$ cat config.mk
export PLATFORM = sky130hd
export DESIGN_NAME = ueta_regs
export DESIGN_NICKNAME = d
export VERILOG_FILES = /design/src/rtl/ueta_pkg.sv /design/src/rtl/ueta_regs.sv
export VERILOG_INCLUDE_DIRS = /design/src /design/src/rtl
export SDC_FILE = /design/constraint.sdc
export NUM_CORES = 1
export LEC_CHECK = 0
export ABC_CLOCK_PERIOD_IN_PS = 4200
export BUFFER_PORTS_ARGS = -buffer_cell sky130_fd_sc_hd__buf_2
export CORE_ASPECT_RATIO = 0.6
export CORE_UTILIZATION = 40
export DETAILED_ROUTE_END_ITERATION = 10
export GPL_TIMING_DRIVEN = 0
export SLEW_MARGIN = 20
export SYNTH_ARGS = -nofsm -noshare
export SYNTH_HDL_FRONTEND = slang
export SYNTH_SLANG_ARGS = --single-unit
export TNS_END_PERCENT = 20
$ cat constraint.sdc
create_clock -name clk_i -period 4.2 [get_ports clk_i]
set_input_delay 0.63 -clock clk_i [delete_from_list [all_inputs] [get_ports clk_i]]
set_output_delay 0.63 -clock clk_i [all_outputs]
set_load 0.02 [all_outputs]
$ cat src/rtl/ueta_defs.svh
`ifndef UETA_DEFS_SVH
`define UETA_DEFS_SVH
// Register byte offsets on the Wishbone slave, one aligned word each.
`define UETA_OFS_RX_FIFO_START      6'h00
`define UETA_OFS_TX_TARGET_FUNCTION 6'h04
`define UETA_OFS_TX_HUB_ADDRESS     6'h08
`define UETA_OFS_TX_HUB_PORT_NUMBER 6'h0C
`define UETA_OFS_RX_TARGET_FUNCTION 6'h10
`define UETA_OFS_RX_HUB_ADDRESS     6'h14
`define UETA_OFS_RX_HUB_PORT_NUMBER 6'h18
`define UETA_OFS_HOST_CONTROL       6'h1C
// Field positions and widths.
`define UETA_FIFO_START_W           13
`define UETA_ADDR7_W                7
`define UETA_MULTI_TT_BIT           7
`define UETA_GRANULE_SHIFT          3
`define UETA_FIFO_BYTE_W            16
// Reset values.
`define UETA_RST_FIFO_START         13'h0000
`define UETA_RST_ADDR7              7'h00
`endif

$ cat src/rtl/ueta_pkg.sv
package ueta_pkg;
   typedef struct packed {
      logic [6:0] function_address;
      logic [6:0] hub_address;
      logic [6:0] hub_port;
      logic       multi_translator;
      logic       split_enable;
   } ueta_target_s;
   typedef enum logic [1:0] {
      UETA_IDLE = 2'b01,
      UETA_ACK  = 2'b10
   } ueta_bus_e;
endpackage

$ cat src/rtl/ueta_regs.sv
// Design decisions made here: the Wishbone register port and the register addresses.
`timescale 1ns/1ns
`include "ueta_defs.svh"
module ueta_regs (
   input  wire logic                   clk_i,
   input  wire logic                   rst_i,
   input  wire logic                   wb_cyc_i,
   input  wire logic                   wb_stb_i,
   input  wire logic                   wb_we_i,
   input  wire logic [5:0]             wb_adr_i,
   input  wire logic [3:0]             wb_sel_i,
   input  wire logic [31:0]            wb_dat_i,
   output logic      [31:0]            wb_dat_o,
   output logic                        wb_ack_o,
   output logic      [15:0]            rx_fifo_byte_offset_o,
   output ueta_pkg::ueta_target_s      tx_target_o,
   output ueta_pkg::ueta_target_s      rx_target_o
);
   import ueta_pkg::*;

   logic [12:0] rx_fifo_start_reg, rx_fifo_start_next;
   logic [6:0]  tx_func_reg, tx_func_next, rx_func_reg, rx_func_next;
   logic [6:0]  tx_hub_reg, tx_hub_next, rx_hub_reg, rx_hub_next;
   logic [6:0]  tx_port_reg, tx_port_next, rx_port_reg, rx_port_next;
   logic        tx_mtt_reg, tx_mtt_next, rx_mtt_reg, rx_mtt_next;
   logic [1:0]  split_reg, split_next;
   logic [31:0] wb_dat_reg, wb_dat_next;
   ueta_bus_e   bus_reg, bus_next;
   logic [15:0] offs_reg, offs_next;
   ueta_target_s tx_t_reg, tx_t_next, rx_t_reg, rx_t_next;
   logic        req;
   logic        wr;

   assign req = wb_cyc_i && wb_stb_i && (bus_reg == UETA_IDLE);
   assign wr  = req && wb_we_i;

   always_comb begin
      rx_fifo_start_next = rx_fifo_start_reg;
      tx_func_next = tx_func_reg;
      rx_func_next = rx_func_reg;
      tx_hub_next  = tx_hub_reg;
      rx_hub_next  = rx_hub_reg;
      tx_port_next = tx_port_reg;
      rx_port_next = rx_port_reg;
      tx_mtt_next  = tx_mtt_reg;
      rx_mtt_next  = rx_mtt_reg;
      split_next   = split_reg;
      wb_dat_next  = 32'h00000000;
      bus_next     = UETA_IDLE;
      if (req) begin
         bus_next = UETA_ACK;
      end
      if (wr) begin
         case (wb_adr_i)
            `UETA_OFS_RX_FIFO_START: begin
               if (wb_sel_i[0]) begin
                  rx_fifo_start_next[7:0] = wb_dat_i[7:0];
               end
               if (wb_sel_i[1]) begin
                  rx_fifo_start_next[12:8] = wb_dat_i[12:8];
               end
            end
            `UETA_OFS_TX_TARGET_FUNCTION: begin
               if (wb_sel_i[0]) begin
                  tx_func_next = wb_dat_i[6:0];
               end
            end
            `UETA_OFS_TX_HUB_ADDRESS: begin
               if (wb_sel_i[0]) begin
                  tx_hub_next = wb_dat_i[6:0];
                  tx_mtt_next = wb_dat_i[`UETA_MULTI_TT_BIT];
               end
            end
            `UETA_OFS_TX_HUB_PORT_NUMBER: begin
               if (wb_sel_i[0]) begin
                  tx_port_next = wb_dat_i[6:0];
               end
            end
            `UETA_OFS_RX_TARGET_FUNCTION: begin
               if (wb_sel_i[0]) begin
                  rx_func_next = wb_dat_i[6:0];
               end
            end
            `UETA_OFS_RX_HUB_ADDRESS: begin
               if (wb_sel_i[0]) begin
                  rx_hub_next = wb_dat_i[6:0];
                  rx_mtt_next = wb_dat_i[`UETA_MULTI_TT_BIT];
               end
            end
            `UETA_OFS_RX_HUB_PORT_NUMBER: begin
               if (wb_sel_i[0]) begin
                  rx_port_next = wb_dat_i[6:0];
               end
            end
            `UETA_OFS_HOST_CONTROL: begin
               if (wb_sel_i[0]) begin
                  split_next = wb_dat_i[1:0];
               end
            end
            default: begin
            end
         endcase
      end
      if (req && !wb_we_i) begin
         case (wb_adr_i)
            `UETA_OFS_RX_FIFO_START:      wb_dat_next = {19'h00000, rx_fifo_start_reg};
            `UETA_OFS_TX_TARGET_FUNCTION: wb_dat_next = {25'h0000000, tx_func_reg};
            `UETA_OFS_TX_HUB_ADDRESS:     wb_dat_next = {24'h000000, tx_mtt_reg, tx_hub_reg};
            `UETA_OFS_TX_HUB_PORT_NUMBER: wb_dat_next = {25'h0000000, tx_port_reg};
            `UETA_OFS_RX_TARGET_FUNCTION: wb_dat_next = {25'h0000000, rx_func_reg};
            `UETA_OFS_RX_HUB_ADDRESS:     wb_dat_next = {24'h000000, rx_mtt_reg, rx_hub_reg};
            `UETA_OFS_RX_HUB_PORT_NUMBER: wb_dat_next = {25'h0000000, rx_port_reg};
            `UETA_OFS_HOST_CONTROL:       wb_dat_next = {30'h00000000, split_reg};
            default:                      wb_dat_next = 32'h00000000;
         endcase
      end
      // The granule shift makes the offset a multiple of eight bytes.
      offs_next = {rx_fifo_start_reg, 3'h0};
      // Hub fields always go out; split_enable is host control bit 0 for transmit and bit 1 for receive.
      tx_t_next = '{tx_func_reg, tx_hub_reg, tx_port_reg, tx_mtt_reg, split_reg[0]};
      rx_t_next = '{rx_func_reg, rx_hub_reg, rx_port_reg, rx_mtt_reg, split_reg[1]};
   end

   always_ff @(posedge clk_i) begin
      if (rst_i) begin
         rx_fifo_start_reg <= `UETA_RST_FIFO_START;
         tx_func_reg <= `UETA_RST_ADDR7;
         rx_func_reg <= `UETA_RST_ADDR7;
         tx_hub_reg  <= `UETA_RST_ADDR7;
         rx_hub_reg  <= `UETA_RST_ADDR7;
         tx_port_reg <= `UETA_RST_ADDR7;
         rx_port_reg <= `UETA_RST_ADDR7;
         tx_mtt_reg  <= 1'b0;
         rx_mtt_reg  <= 1'b0;
         split_reg   <= 2'h0;
         wb_dat_reg  <= 32'h00000000;
         bus_reg     <= UETA_IDLE;
         offs_reg    <= 16'h0000;
         tx_t_reg    <= '0;
         rx_t_reg    <= '0;
      end else begin
         rx_fifo_start_reg <= rx_fifo_start_next;
         tx_func_reg <= tx_func_next;
         rx_func_reg <= rx_func_next;
         tx_hub_reg  <= tx_hub_next;
         rx_hub_reg  <= rx_hub_next;
         tx_port_reg <= tx_port_next;
         rx_port_reg <= rx_port_next;
         tx_mtt_reg  <= tx_mtt_next;
         rx_mtt_reg  <= rx_mtt_next;
         split_reg   <= split_next;
         wb_dat_reg  <= wb_dat_next;
         bus_reg     <= bus_next;
         offs_reg    <= offs_next;
         tx_t_reg    <= tx_t_next;
         rx_t_reg    <= rx_t_next;
      end
   end

   assign wb_dat_o = wb_dat_reg;
   // The acknowledge state's one-hot bit is the flop itself, so ack leaves with no logic behind it.
   assign wb_ack_o = bus_reg[1];
   assign rx_fifo_byte_offset_o = offs_reg;
   assign tx_target_o = tx_t_reg;
   assign rx_target_o = rx_t_reg;

   property p_offset;
      @(posedge clk_i) disable iff (rst_i)
      1 |=> (offs_reg == {$past(rx_fifo_start_reg), 3'h0});
   endproperty
   a_offset: assert property (p_offset) else $error("fifo offset wrong");

   property p_fifo_rsv;
      @(posedge clk_i) disable iff (rst_i)
      (wb_ack_o && wb_adr_i == `UETA_OFS_RX_FIFO_START) |-> (wb_dat_o[31:13] == 19'h00000);
   endproperty
   a_fifo_rsv: assert property (p_fifo_rsv) else $error("fifo reserved bits set");

   property p_fifo_wr;
      @(posedge clk_i) disable iff (rst_i)
      (wr && wb_adr_i == `UETA_OFS_RX_FIFO_START && wb_sel_i[1:0] == 2'h3)
         |=> (rx_fifo_start_reg == $past(wb_dat_i[12:0]));
   endproperty
   a_fifo_wr: assert property (p_fifo_wr) else $error("fifo start not written");

   property p_func_rd;
      @(posedge clk_i) disable iff (rst_i)
      (req && !wb_we_i && wb_adr_i == `UETA_OFS_TX_TARGET_FUNCTION)
         |=> wb_ack_o && (wb_dat_o == {25'h0000000, $past(tx_func_reg)});
   endproperty
   a_func_rd: assert property (p_func_rd) else $error("function read wrong");

   property p_func_out;
      @(posedge clk_i) disable iff (rst_i)
      ##1 (rx_target_o.function_address == $past(rx_func_reg));
   endproperty
   a_func_out: assert property (p_func_out) else $error("function output stale");

   property p_mtt;
      @(posedge clk_i) disable iff (rst_i)
      (wr && wb_adr_i == `UETA_OFS_RX_HUB_ADDRESS && wb_sel_i[0])
         |=> ##1 (rx_target_o.multi_translator == $past(wb_dat_i[7], 2));
   endproperty
   a_mtt: assert property (p_mtt) else $error("translator flag wrong");

   property p_port_wr;
      @(posedge clk_i) disable iff (rst_i)
      (wr && wb_adr_i == `UETA_OFS_TX_HUB_PORT_NUMBER && wb_sel_i[0])
         |=> ##1 (tx_target_o.hub_port == $past(wb_dat_i[6:0], 2));
   endproperty
   a_port_wr: assert property (p_port_wr) else $error("hub port wrong");

   property p_split;
      @(posedge clk_i) disable iff (rst_i)
      ##1 (tx_target_o.hub_address == $past(tx_hub_reg)
           && tx_target_o.split_enable == $past(split_reg[0]));
   endproperty
   a_split: assert property (p_split) else $error("split fields wrong");

   property p_ack_once;
      @(posedge clk_i) disable iff (rst_i)
      wb_ack_o |=> !wb_ack_o;
   endproperty
   a_ack_once: assert property (p_ack_once) else $error("ack held two cycles");

   c_write: cover property (@(posedge clk_i) wr ##1 wb_ack_o);
   c_read:  cover property (@(posedge clk_i) (req && !wb_we_i) ##1 wb_ack_o);
   c_mtt:   cover property (@(posedge clk_i) rx_mtt_reg && tx_mtt_reg);
endmodule

==> results of run 1 <==
[cell families (layout without fill, tap and decap cells)]
kind of cell,Yosys count,count (layout),share of synthesized area [%]
and+or+nand+nor,159,159,19.9
other,1,22,0.0804
buffers and inverters,54,181,6.28
muxes,28,28,6.41
DFF,133,133,57.1
AOI/OAI and AO/OA,81,81,10.2
[worst paths after layout]
check                           slack (ns)                        end                 start
worst max-delay path                  2.12             rx_func_reg[6]           wb_adr_i[4]
worst min-delay path                  0.45       rx_fifo_start_reg[9]           wb_dat_i[9]
worst max register to register        2.28             tx_port_reg[3]            bus_reg[1]
worst min register to register        0.47  rx_fifo_byte_offset_o[10]  rx_fifo_start_reg[7]
[cells in the final DEF (no fill, tap or decap), drive strengths merged, types with 2 or more instances in the layout]
master	synthesis	layout
a22o	4	4
nor3b	2	2
mux2i	22	22
nor2b	56	56
o21ai	53	53
nor3	3	3
clkinvlp	0	3
nand4b	2	2
nand2b	16	16
and2	8	8
clkbuf	17	37
conb	1	22
o2bb2ai	2	2
bufinv	0	4
nand2	46	46
nor2	9	9
o22a	5	5
a22oi	7	7
or3	3	3
inv	9	10
a32oi	3	3
a21oi	6	6
clkinv	0	4
nand4	6	6
buf	28	123
dfxtp	133	133
mux2	5	5
[cells in the mapped netlist]
cell type and number:
nand4_1 6, a31oi_1 1, clkbuf_1 17, conb_1 1, buf_2 6, nor3b_1 2, buf_4 22, nand2b_1 16
o21ai_0 49, nor4b_2 1, nor2b_1 56, nand4b_1 2, o21ai_1 4, or2_2 1, a21oi_1 6, inv_1 9
o22a_1 5, mux2i_1 22, or3b_1 1, nand2_1 46, a32oi_1 3, or4_1 1, and4b_1 1, a22o_1 4
nand3b_1 1, a22oi_1 7, nor2_1 9, and2_1 8, dfxtp_1 133, nor3_4 2, o2bb2ai_1 2, or3_4 1
or3_1 2, mux2_2 5, nor3_2 1, nor4_4 1, mux4_2 1, and3b_1 1
[area by class of cell]
class | instances | area share [%]
inverter | 9 | 0.558
clock buffer | 20 | 7.70
multi-input combinational | 290 | 29.5
sequential | 133 | 43.9
clock inverter | 12 | 2.89
buffer | 45 | 4.27
timing repair buffer | 95 | 7.85
tap | 160 | 3.30
[metal layers]
layer | up-vias | wire length, um | track usage [%] | part of all wire (%)
met5 | - | 0 | 0 | 0
met4 | 0 | 168 | 8.21 | 1.4
met3 | 19 | 730 | 6.20 | 5.9
met2 | 128 | 5280 | 32.1 | 43
met1 | 1711 | 6130 | 28.9 | 50
li1 | 1765 | - | - | -
[stage by stage]
| step | setup WS, ns | instance area (sq um) |
|---|---|---|
| floorplan | 2.22 | 4740 |
| global placement | 1.74 | 5420 |
| detailed placement | 1.71 | 5420 |
| CTS | 2.15 | 6060 |
| global route | 2.01 | 6060 |
| finish | 2.12 | 6060 |
[critical path, delay by kind of cell]
family,cells,cell delay [ns]
and+or+nand+nor,3,1.08
buffers and inverters,2,0.53
AOI/OAI and AO/OA,1,0.10
[power groups by stage]
stage	registers (mW)	logic (mW)	clock network [mW]
2_1_floorplan	1.29	0.0764	0
3_3_place_gp	1.29	0.111	0
3_5_place_dp	1.29	0.112	0
4_1_cts	1.26	0.112	1.60
5_1_grt	1.26	0.122	1.66
6_report	1.26	0.115	1.58
==> key figures, run 1 <==
Hold path
  – Worst hold-check path type: input port to flip-flop
  – WHS Path Cells: 3

Detailed routing
  – Antenna-violating nets left: 0
  – Final wirelength: 12300 um
  – Wire per inst: 16.1 um
  – Residual DRC count: 0
  – Number of DRC markers in iteration 0: 195
  – Via count: 3623
  – Vias per inst: 4.74
  – First drt pass iteration count: 5

Finish
  – Area grow syn2layout: 29.9%
  – Layout Nets: 638
  – Non-Filler Instances: 764
  – Fill cells: 1084
  – Antenna cells: 0
  – Multi-input gate area: 0.00179 sq mm
  – Util after Layout: 53.5%
  – FF/Latch Area: 0.00266 sq mm
  – Layout cells sized above 1: 27.8%

STA
  – Setup_tns: 0 ns
  – FMAX: 480 MHz
  – Slew @ Worst Pin: 0.697 ns
  – Slew margin rel.: 53.5%
  – Max Clock Skew: 0.00612 ns
  – Final Hold Fails: 0
  – Final setup violation count: 0
  – RSZ-0062 raised after global routing: false
  – Final period util: 49.6%
  – Hold slack: 0.450 ns
  – Min Tclk post-route: 2.08 ns
  – Final Max Tran Viols: 0

GRT
  – Initial antenna violation count: 0
  – GR Overflow Total: 0
  – First-pass GRT wire length: 18700 um
  – Largest net degree at the start of global routing: 17
  – GR Util All Layers: 21.3%
  – Vias in the first global route: 3492

Setup path
  – CP Class: input port to flip-flop
  – CP max stage cell: nor4b_2
  – Reg2Reg Depth: 5
  – Max FO, Critical Path: 10
  – Worst stage delay on the critical path: 0.56 ns
  – CP Cell Sequence: buf_2 -> nor4b_2 -> nand4_1 -> clkbuf_1 -> nand2_1 -> o21ai_0
  – Worst EP arrival: 2.35 ns
  – Type of element capturing the critical path: flip-flop
  – Required @ worst endpoint: 4.47 ns
  – CP Launch Type: input port

Yosys
  – Netlist Area Pre-Place: 0.00466 sq mm
  – Seq/Total Area, Yosys: 57.1%
  – Synth top area cells: dfxtp_1, nor2b_1, o21ai_0
  – Avg Inst Size Synth: 10.2 sq um
  – Synth area leader: dfxtp_1
  – Distinct cells, synth: 38
  – Post-Synthesis Cells: 456
  – Seq cells post-synth: 133
  – Synth Warn #: 0
  – Synth top area share: 57.1%

Status
  – Status: completed

Placed design
  – Placer Congestion: 0.853
  – Post-DP HPWL: 8740 um
  – Dpl cells: 732
  – Count of input and output buffers: 95

Clock tree
  – CTS tree: done
  – Skew-Pair Late Insertion Delay: 0.41 ns
  – Clk slew on worst S/H paths: 0.06 ns
  – CTS root buffer: clkbuf_16
  – Htree depth: 4
  – CTS max path bufs: 2
  – CTS Hold Bufs: 0
  – Postcts setup bufs: 0
  – Cts bufs inserted: 17
  – Post-CTS sizing: 0
  – Clock sink total: 133

Power
  – Leak: 2.66 nW
  – Comb power frac: 3.9%
  – Reg power frac: 42.7%
  – Switching share of total power: 20.9%
  – Maximum vdd drop: 0.258 mV
  – Sw Pwr: 0.619 mW
  – Clock power share: 53.4%
  – Int Power: 2.34 mW
  – Overall Power: 2.96 mW
  – PwrDens: 488 mW/mm^2

Die
  – Chip Height: 85.6 um
  – Initial Util: 41.1%
  – Core area: 0.0113 sq mm
  – Die X: 141 um
  – I/O pin count: 142
  – Row Count: 30
  – Die area: 0.0121 sq mm

Flow run
  – Max_cap viols: 0
(Power assumes the default switching activity.)
==> run 2: changes to the inputs <==
--- a/config.mk
+++ b/config.mk
@@ -6,12 +6,13 @@
 export SDC_FILE = /design/constraint.sdc
 export NUM_CORES = 1
 export LEC_CHECK = 0
-export ABC_CLOCK_PERIOD_IN_PS = 4200
+export ABC_CLOCK_PERIOD_IN_PS = 1800
 export BUFFER_PORTS_ARGS = -buffer_cell sky130_fd_sc_hd__buf_2
 export CORE_ASPECT_RATIO = 0.6
 export CORE_UTILIZATION = 40
 export DETAILED_ROUTE_END_ITERATION = 10
 export GPL_TIMING_DRIVEN = 0
+export PLACE_DENSITY = 0.67
 export SLEW_MARGIN = 20
 export SYNTH_ARGS = -nofsm -noshare
 export SYNTH_HDL_FRONTEND = slang
==> constraint.sdc (replaced) <==
create_clock -name clk_i -period 1.8 [get_ports clk_i]
set_input_delay 0.27 -clock clk_i [delete_from_list [all_inputs] [get_ports clk_i]]
set_output_delay 0.27 -clock clk_i [all_outputs]
set_load 0.02 [all_outputs]
==> run 2 against run 1 <==
Effect of this change:
- clock power grew 130%
- worst hold slack lost 0.36 ns
- design area grew 0.87%
- critical path type is now flip-flop to flip-flop
- critical path depth is 1 lower
- first-iteration DRC count is 17% higher
- die area unchanged
- sequential share of layout area down 0.38 points
- global-route usage rose by 0.26 points
- largest cell class unchanged
- clock skew is 0.0015 ns lower
==> key figures, run 2 (synthesis gave the netlist of run 1 again) <==
Status
  – Status: completed

STA
  – RSZ-0062 raised after global routing: true
  – Final Hold Fails: 0
  – Setup_tns: 0 ns
  – Hold slack: 0.0903 ns
  – Min Tclk post-route: 1.76 ns
  – Final worst slack: 0.0351 ns
  – Final period util: 98.0%
  – Max Clock Skew: 0.00459 ns
  – Slew margin rel.: 55.7%
  – Final setup violation count: 0
  – Slew @ Worst Pin: 0.665 ns
  – FMAX: 567 MHz
  – Final Max Tran Viols: 0

Clock tree
  – CTS Hold Bufs: 0
  – Clk slew on worst S/H paths: 0.05 ns
  – Htree depth: 4
  – CTS root buffer: clkbuf_16
  – Cts bufs inserted: 17
  – CTS max path bufs: 2
  – Clock sink total: 133
  – Skew-Pair Late Insertion Delay: 0.42 ns
  – CTS tree: done

Setup path
  – R2r startpoint: bus_reg[1]
  – Max FO, Critical Path: 9
  – Reg2Reg Depth: 5
  – Required @ worst endpoint: 2.16 ns
  – FF-to-FF End: wb_dat_o[8]
  – Worst EP arrival: 2.12 ns
  – Setup slack, reg-to-reg: 0.04 ns
  – Type of element capturing the critical path: flip-flop
  – CP Class: flip-flop to flip-flop
  – CP Launch Type: flip-flop

Finish
  – Fin area: 0.00611 sq mm
  – Layout Nets: 645
  – Layout cells sized above 1: 28.6%
  – Most frequent cells in the layout: dfxtp_1, buf_2, nor2b_1
  – Util after Layout: 53.9%
  – Antenna cells: 0
  – Area grow syn2layout: 31.1%
  – Most common cell after layout, fill and taps aside: dfxtp_1

GRT
  – Vias in the first global route: 3547
  – GR Util All Layers: 21.6%
  – Largest net degree at the start of global routing: 17
  – First-pass GRT wire length: 19100 um
  – Initial antenna violation count: 0
  – GR Overflow Total: 0

Detailed routing
  – Final wirelength: 12400 um
  – Number of DRC markers in iteration 0: 229
  – Wire per inst: 16.1 um
  – Via count: 3670
  – First drt pass iteration count: 5
  – Antenna-violating nets left: 0
  – Vias per inst: 4.77
  – Residual DRC count: 0

Placed design
  – Setup slack at placement: -0.401 ns
  – Count of input and output buffers: 95
  – Post-DP HPWL: 8690 um
  – Post-Place Cell Area: 0.00542 sq mm
  – Placer Congestion: 0.906

Hold path
  – Worst hold-check path type: input port to flip-flop
  – HP Start: wb_dat_i[8]
  – WHS Path Cells: 3
  – Hold Path Sink: rx_fifo_start_reg[8]

Die
  – Die area: 0.0121 sq mm
  – I/O pin count: 142
  – Core area: 0.0113 sq mm
  – Die X: 141 um
  – Initial Util: 41.1%
  – Row Count: 30
  – Chip Height: 85.6 um

Power
  – Maximum vdd drop: 0.650 mV
  – PwrDens: 1120 mW/mm^2
  – Leak: 2.70 nW

Flow run
  – Max_cap viols: 0
## run 2: cell types whose count changed in the layout (fill, tap and decap cells not counted), sizes merged
cell	delta
buf	+7
clkbuf	+1
clkinv	+1
clkinvlp	-3
inv	-1
## run 2: stage by stage
step | total power, mW | instances
after global routing | 7.02 | 769
after CTS | 6.86 | 762
after detailed placement | 3.27 | 732
after floorplan | 3.19 | 477
final | 6.82 | 769
after global placement | 3.27 | 732
## run 2: worst max path at each step
stage,depth (start not counted),start,to
global placement,5,wb_adr_i[1],rx_fifo_start_reg[3]
floorplan,5,wb_adr_i[2],rx_fifo_start_reg[10]
CTS,5,wb_adr_i[1],rx_fifo_start_reg[7]
detailed placement,5,wb_adr_i[1],rx_fifo_start_reg[0]
finish,5,bus_reg[1],wb_dat_o[8]
global route,6,bus_reg[1],rx_func_reg[6]
## run 2: what timing repair did
action,4_1_cts,5_1_grt
setup endpoints to repair,11,36
setup buffers,0,7
gates resized for setup,3,3
pin swaps,0,1
## run 2: layer usage
metal / GRT usage, % / vias up / share of wire [%]
li1: - / 1777 / -
met5: 0 / - / 0
met2: 32.1 / 144 / 42
met1: 29.8 / 1730 / 49
met3: 4.91 / 19 / 6.9
met4: 10.2 / 0 / 1.5
## run 2: power breakdown
part           switching, mW  internal (mW)
logic                  0.180         0.0911
registers            0.00134           2.95
clock network           1.23           2.37
total                   1.41           5.41
## run 2: worst max-delay path, stage by stage, from the launching register on
cell	delay [ns]
dfxtp_1	0.31
nand4b_1	0.27
or4_1	0.51
buf_2	0.22
nor3_4	0.23
and2_1	0.16
## run 2: area by class of cell
cell class	instances	area, sq um
Fill cell	1042	5220
Multi-Input combinational cell	290	1800
Inverter	9	33.8
Buffer	45	264
Clock inverter	9	153
Sequential cell	133	2660
Clock buffer	21	460
Tap cell	160	200
Timing Repair Buffer	102	541
==> run 3: changes to the inputs <==
--- a/config.mk
+++ b/config.mk
@@ -13,6 +13,7 @@
 export DETAILED_ROUTE_END_ITERATION = 10
 export GPL_TIMING_DRIVEN = 0
 export PLACE_DENSITY = 0.67
+export REMOVE_ABC_BUFFERS = 1
 export SLEW_MARGIN = 20
 export SYNTH_ARGS = -nofsm -noshare
 export SYNTH_HDL_FRONTEND = slang
==> run 3 against run 2 <==
Effect of this change:
- utilization is 1.6 points lower
- sequential power about the same
- non-clock buffer count shrank 42
- cell count shrank 5.2%
- register-to-register slack better by 0.06 ns
- first-iteration DRC count up 9.2%
- clock skew about the same
- fmax rose by 3.7%
- sequential share of layout area up 1.3 points
- die area did not move
- highest routed layer unchanged
==> key figures, run 3 (synthesis gave the netlist of run 1 again) <==
Detailed routing
  – Vias per inst: 4.76
  – Residual DRC count: 0
  – Wire per inst: 15.1 um
  – Antenna-violating nets left: 0
  – Final wirelength: 11000 um
  – First drt pass iteration count: 5
  – Number of DRC markers in iteration 0: 250
  – Via count: 3469

STA
  – RSZ-0062 raised after global routing: false
  – Final Max Tran Viols: 0
  – Final period util: 94.6%
  – Max Clock Skew: 0.00454 ns
  – Min Tclk post-route: 1.70 ns
  – Slew margin rel.: 50.2%
  – FMAX: 587 MHz
  – Final setup violation count: 0
  – Hold slack: 0.0907 ns
  – Final Hold Fails: 0
  – Slew @ Worst Pin: 0.747 ns

Clock tree
  – Clock sink total: 133
  – Htree depth: 4
  – Skew-Pair Late Insertion Delay: 0.41 ns
  – Clk slew on worst S/H paths: 0.06 ns
  – CTS max path bufs: 2
  – CTS root buffer: clkbuf_16
  – Cts bufs inserted: 17
  – CTS tree: done

Setup path
  – Setup slack, reg-to-reg: 0.1 ns
  – Reg2Reg Depth: 4
  – Critical path launch point: bus_reg[1]
  – Worst EP arrival: 2.04 ns
  – R2r startpoint: bus_reg[1]
  – Max FO, Critical Path: 8
  – Required @ worst endpoint: 2.14 ns
  – FF-to-FF End: rx_fifo_start_reg[7]
  – CP Launch Type: flip-flop
  – CP Class: flip-flop to flip-flop
  – Type of element capturing the critical path: flip-flop

Placed design
  – Count of input and output buffers: 98
  – Placer Congestion: 0.817
  – Post-DP HPWL: 7390 um
  – Dpl cells: 690

Finish
  – Non-Filler Instances: 729
  – Most frequent cells in the layout: dfxtp_1, buf_2, nor2b_1
  – Area grow syn2layout: 27.2%
  – Layout Nets: 603
  – FF/Latch Area: 0.00266 sq mm
  – Most common cell after layout, fill and taps aside: dfxtp_1
  – Layout cells sized above 1: 27.2%
  – Fill cells: 1013
  – Antenna cells: 0
  – Multi-input gate area: 0.00181 sq mm

Hold path
  – Worst hold-check path type: input port to flip-flop
  – WHS Path Cells: 3
  – HP Start: wb_dat_i[8]
  – Hold Path Sink: rx_fifo_start_reg[8]

Die
  – Initial Util: 41.1%
  – Chip Height: 85.6 um
  – Core area: 0.0113 sq mm
  – Die X: 141 um
  – Row Count: 30
  – I/O pin count: 142
  – Die area: 0.0121 sq mm

GRT
  – Initial antenna violation count: 0
  – GR Overflow Total: 0
  – Vias in the first global route: 3280
  – First-pass GRT wire length: 16800 um
  – GR Util All Layers: 18.7%
  – Largest net degree at the start of global routing: 75

Power
  – Clock power share: 55.0%
  – Int Power: 5.61 mW
  – Maximum vdd drop: 0.775 mV
  – Reg power frac: 42.0%
  – Sw Pwr: 1.41 mW
  – Leak: 2.56 nW
  – Comb power frac: 3.0%
  – PwrDens: 1180 mW/mm^2
  – Switching share of total power: 20.1%

Flow run
  – Max_cap viols: 0

Status
  – Status: completed
## run 3: cell count changes in the layout (fill, tap and decap cells not counted), sizes merged
cell	delta
inv	+1
clkbuf	-17
bufinv	+1
buf	-25
clkinv	-3
clkinvlp	+3
## run 3: power groups by stage
stage	registers [mW]	logic [mW]	clock network, mW
2_1_floorplan	3.01	0.0996	0
3_3_place_gp	3.01	0.199	0
3_5_place_dp	3.01	0.202	0
4_1_cts	2.95	0.208	3.90
5_1_grt	2.95	0.226	4.05
6_report	2.95	0.211	3.86
## run 3: worst max-delay path by stage
stage / end / slack, ns / depth (start not counted)
2_1_floorplan: wb_dat_o[10] / 0.14 / 4
3_3_place_gp: rx_port_reg[5] / -0.54 / 5
3_5_place_dp: rx_port_reg[0] / -0.58 / 4
4_1_cts: rx_fifo_start_reg[7] / 0.01 / 5
5_1_grt: rx_fifo_start_reg[1] / 0.009 / 4
6_report: rx_fifo_start_reg[7] / 0.1 / 4
## run 3: routing by layer
| layer | wire length [um] | GRT usage, % | vias up |
|---|---|---|---|
| li1 | - | - | 1699 |
| met1 | 5250 | 25.4 | 1607 |
| met2 | 4630 | 27.3 | 149 |
| met3 | 973 | 6.59 | 14 |
| met4 | 158 | 7.33 | 0 |
| met5 | 0 | 0 | - |
## run 3: critical path: stages (launching register included)
cell,delay [ns]
dfxtp_1,0.31
and4b_2,0.38
nand2_2,0.09
nor3_4,0.57
mux2i_1,0.28
## run 3: layout make-up
cell class | instances | area share, %
flip-flops and latches | 133 | 44.9
clock inverters | 11 | 3.29
clock buffers | 21 | 8.10
well taps | 160 | 3.37
inverters | 9 | 0.570
repair buffers | 105 | 9.20
multi-input cells | 290 | 30.6
## run 3: repair_timing
action	in CTS	in global routing
setup endpoints to repair	50	23
hold buffers	0	0
gates resized for setup	5	2
pin swaps	4	1
hold endpoints to repair	0	0
setup buffers	4	3
## run 3: metrics by stage
stage | worst slack (ns) | utilization, % | TNS, ns | total power [mW] | instance area (sq um)
6_report | 0.0975 | 52.3 | 0 | 7.02 | 5930
5_1_grt | 0.00911 | 52.3 | 0 | 7.23 | 5930
4_1_cts | 0.0136 | 52.1 | 0 | 7.06 | 5900
3_5_place_dp | -0.580 | 45.7 | -22.60 | 3.22 | 5180
3_3_place_gp | -0.538 | 45.6 | -23.49 | 3.21 | 5170
2_1_floorplan | 0.136 | - | 0 | 3.11 | 4480
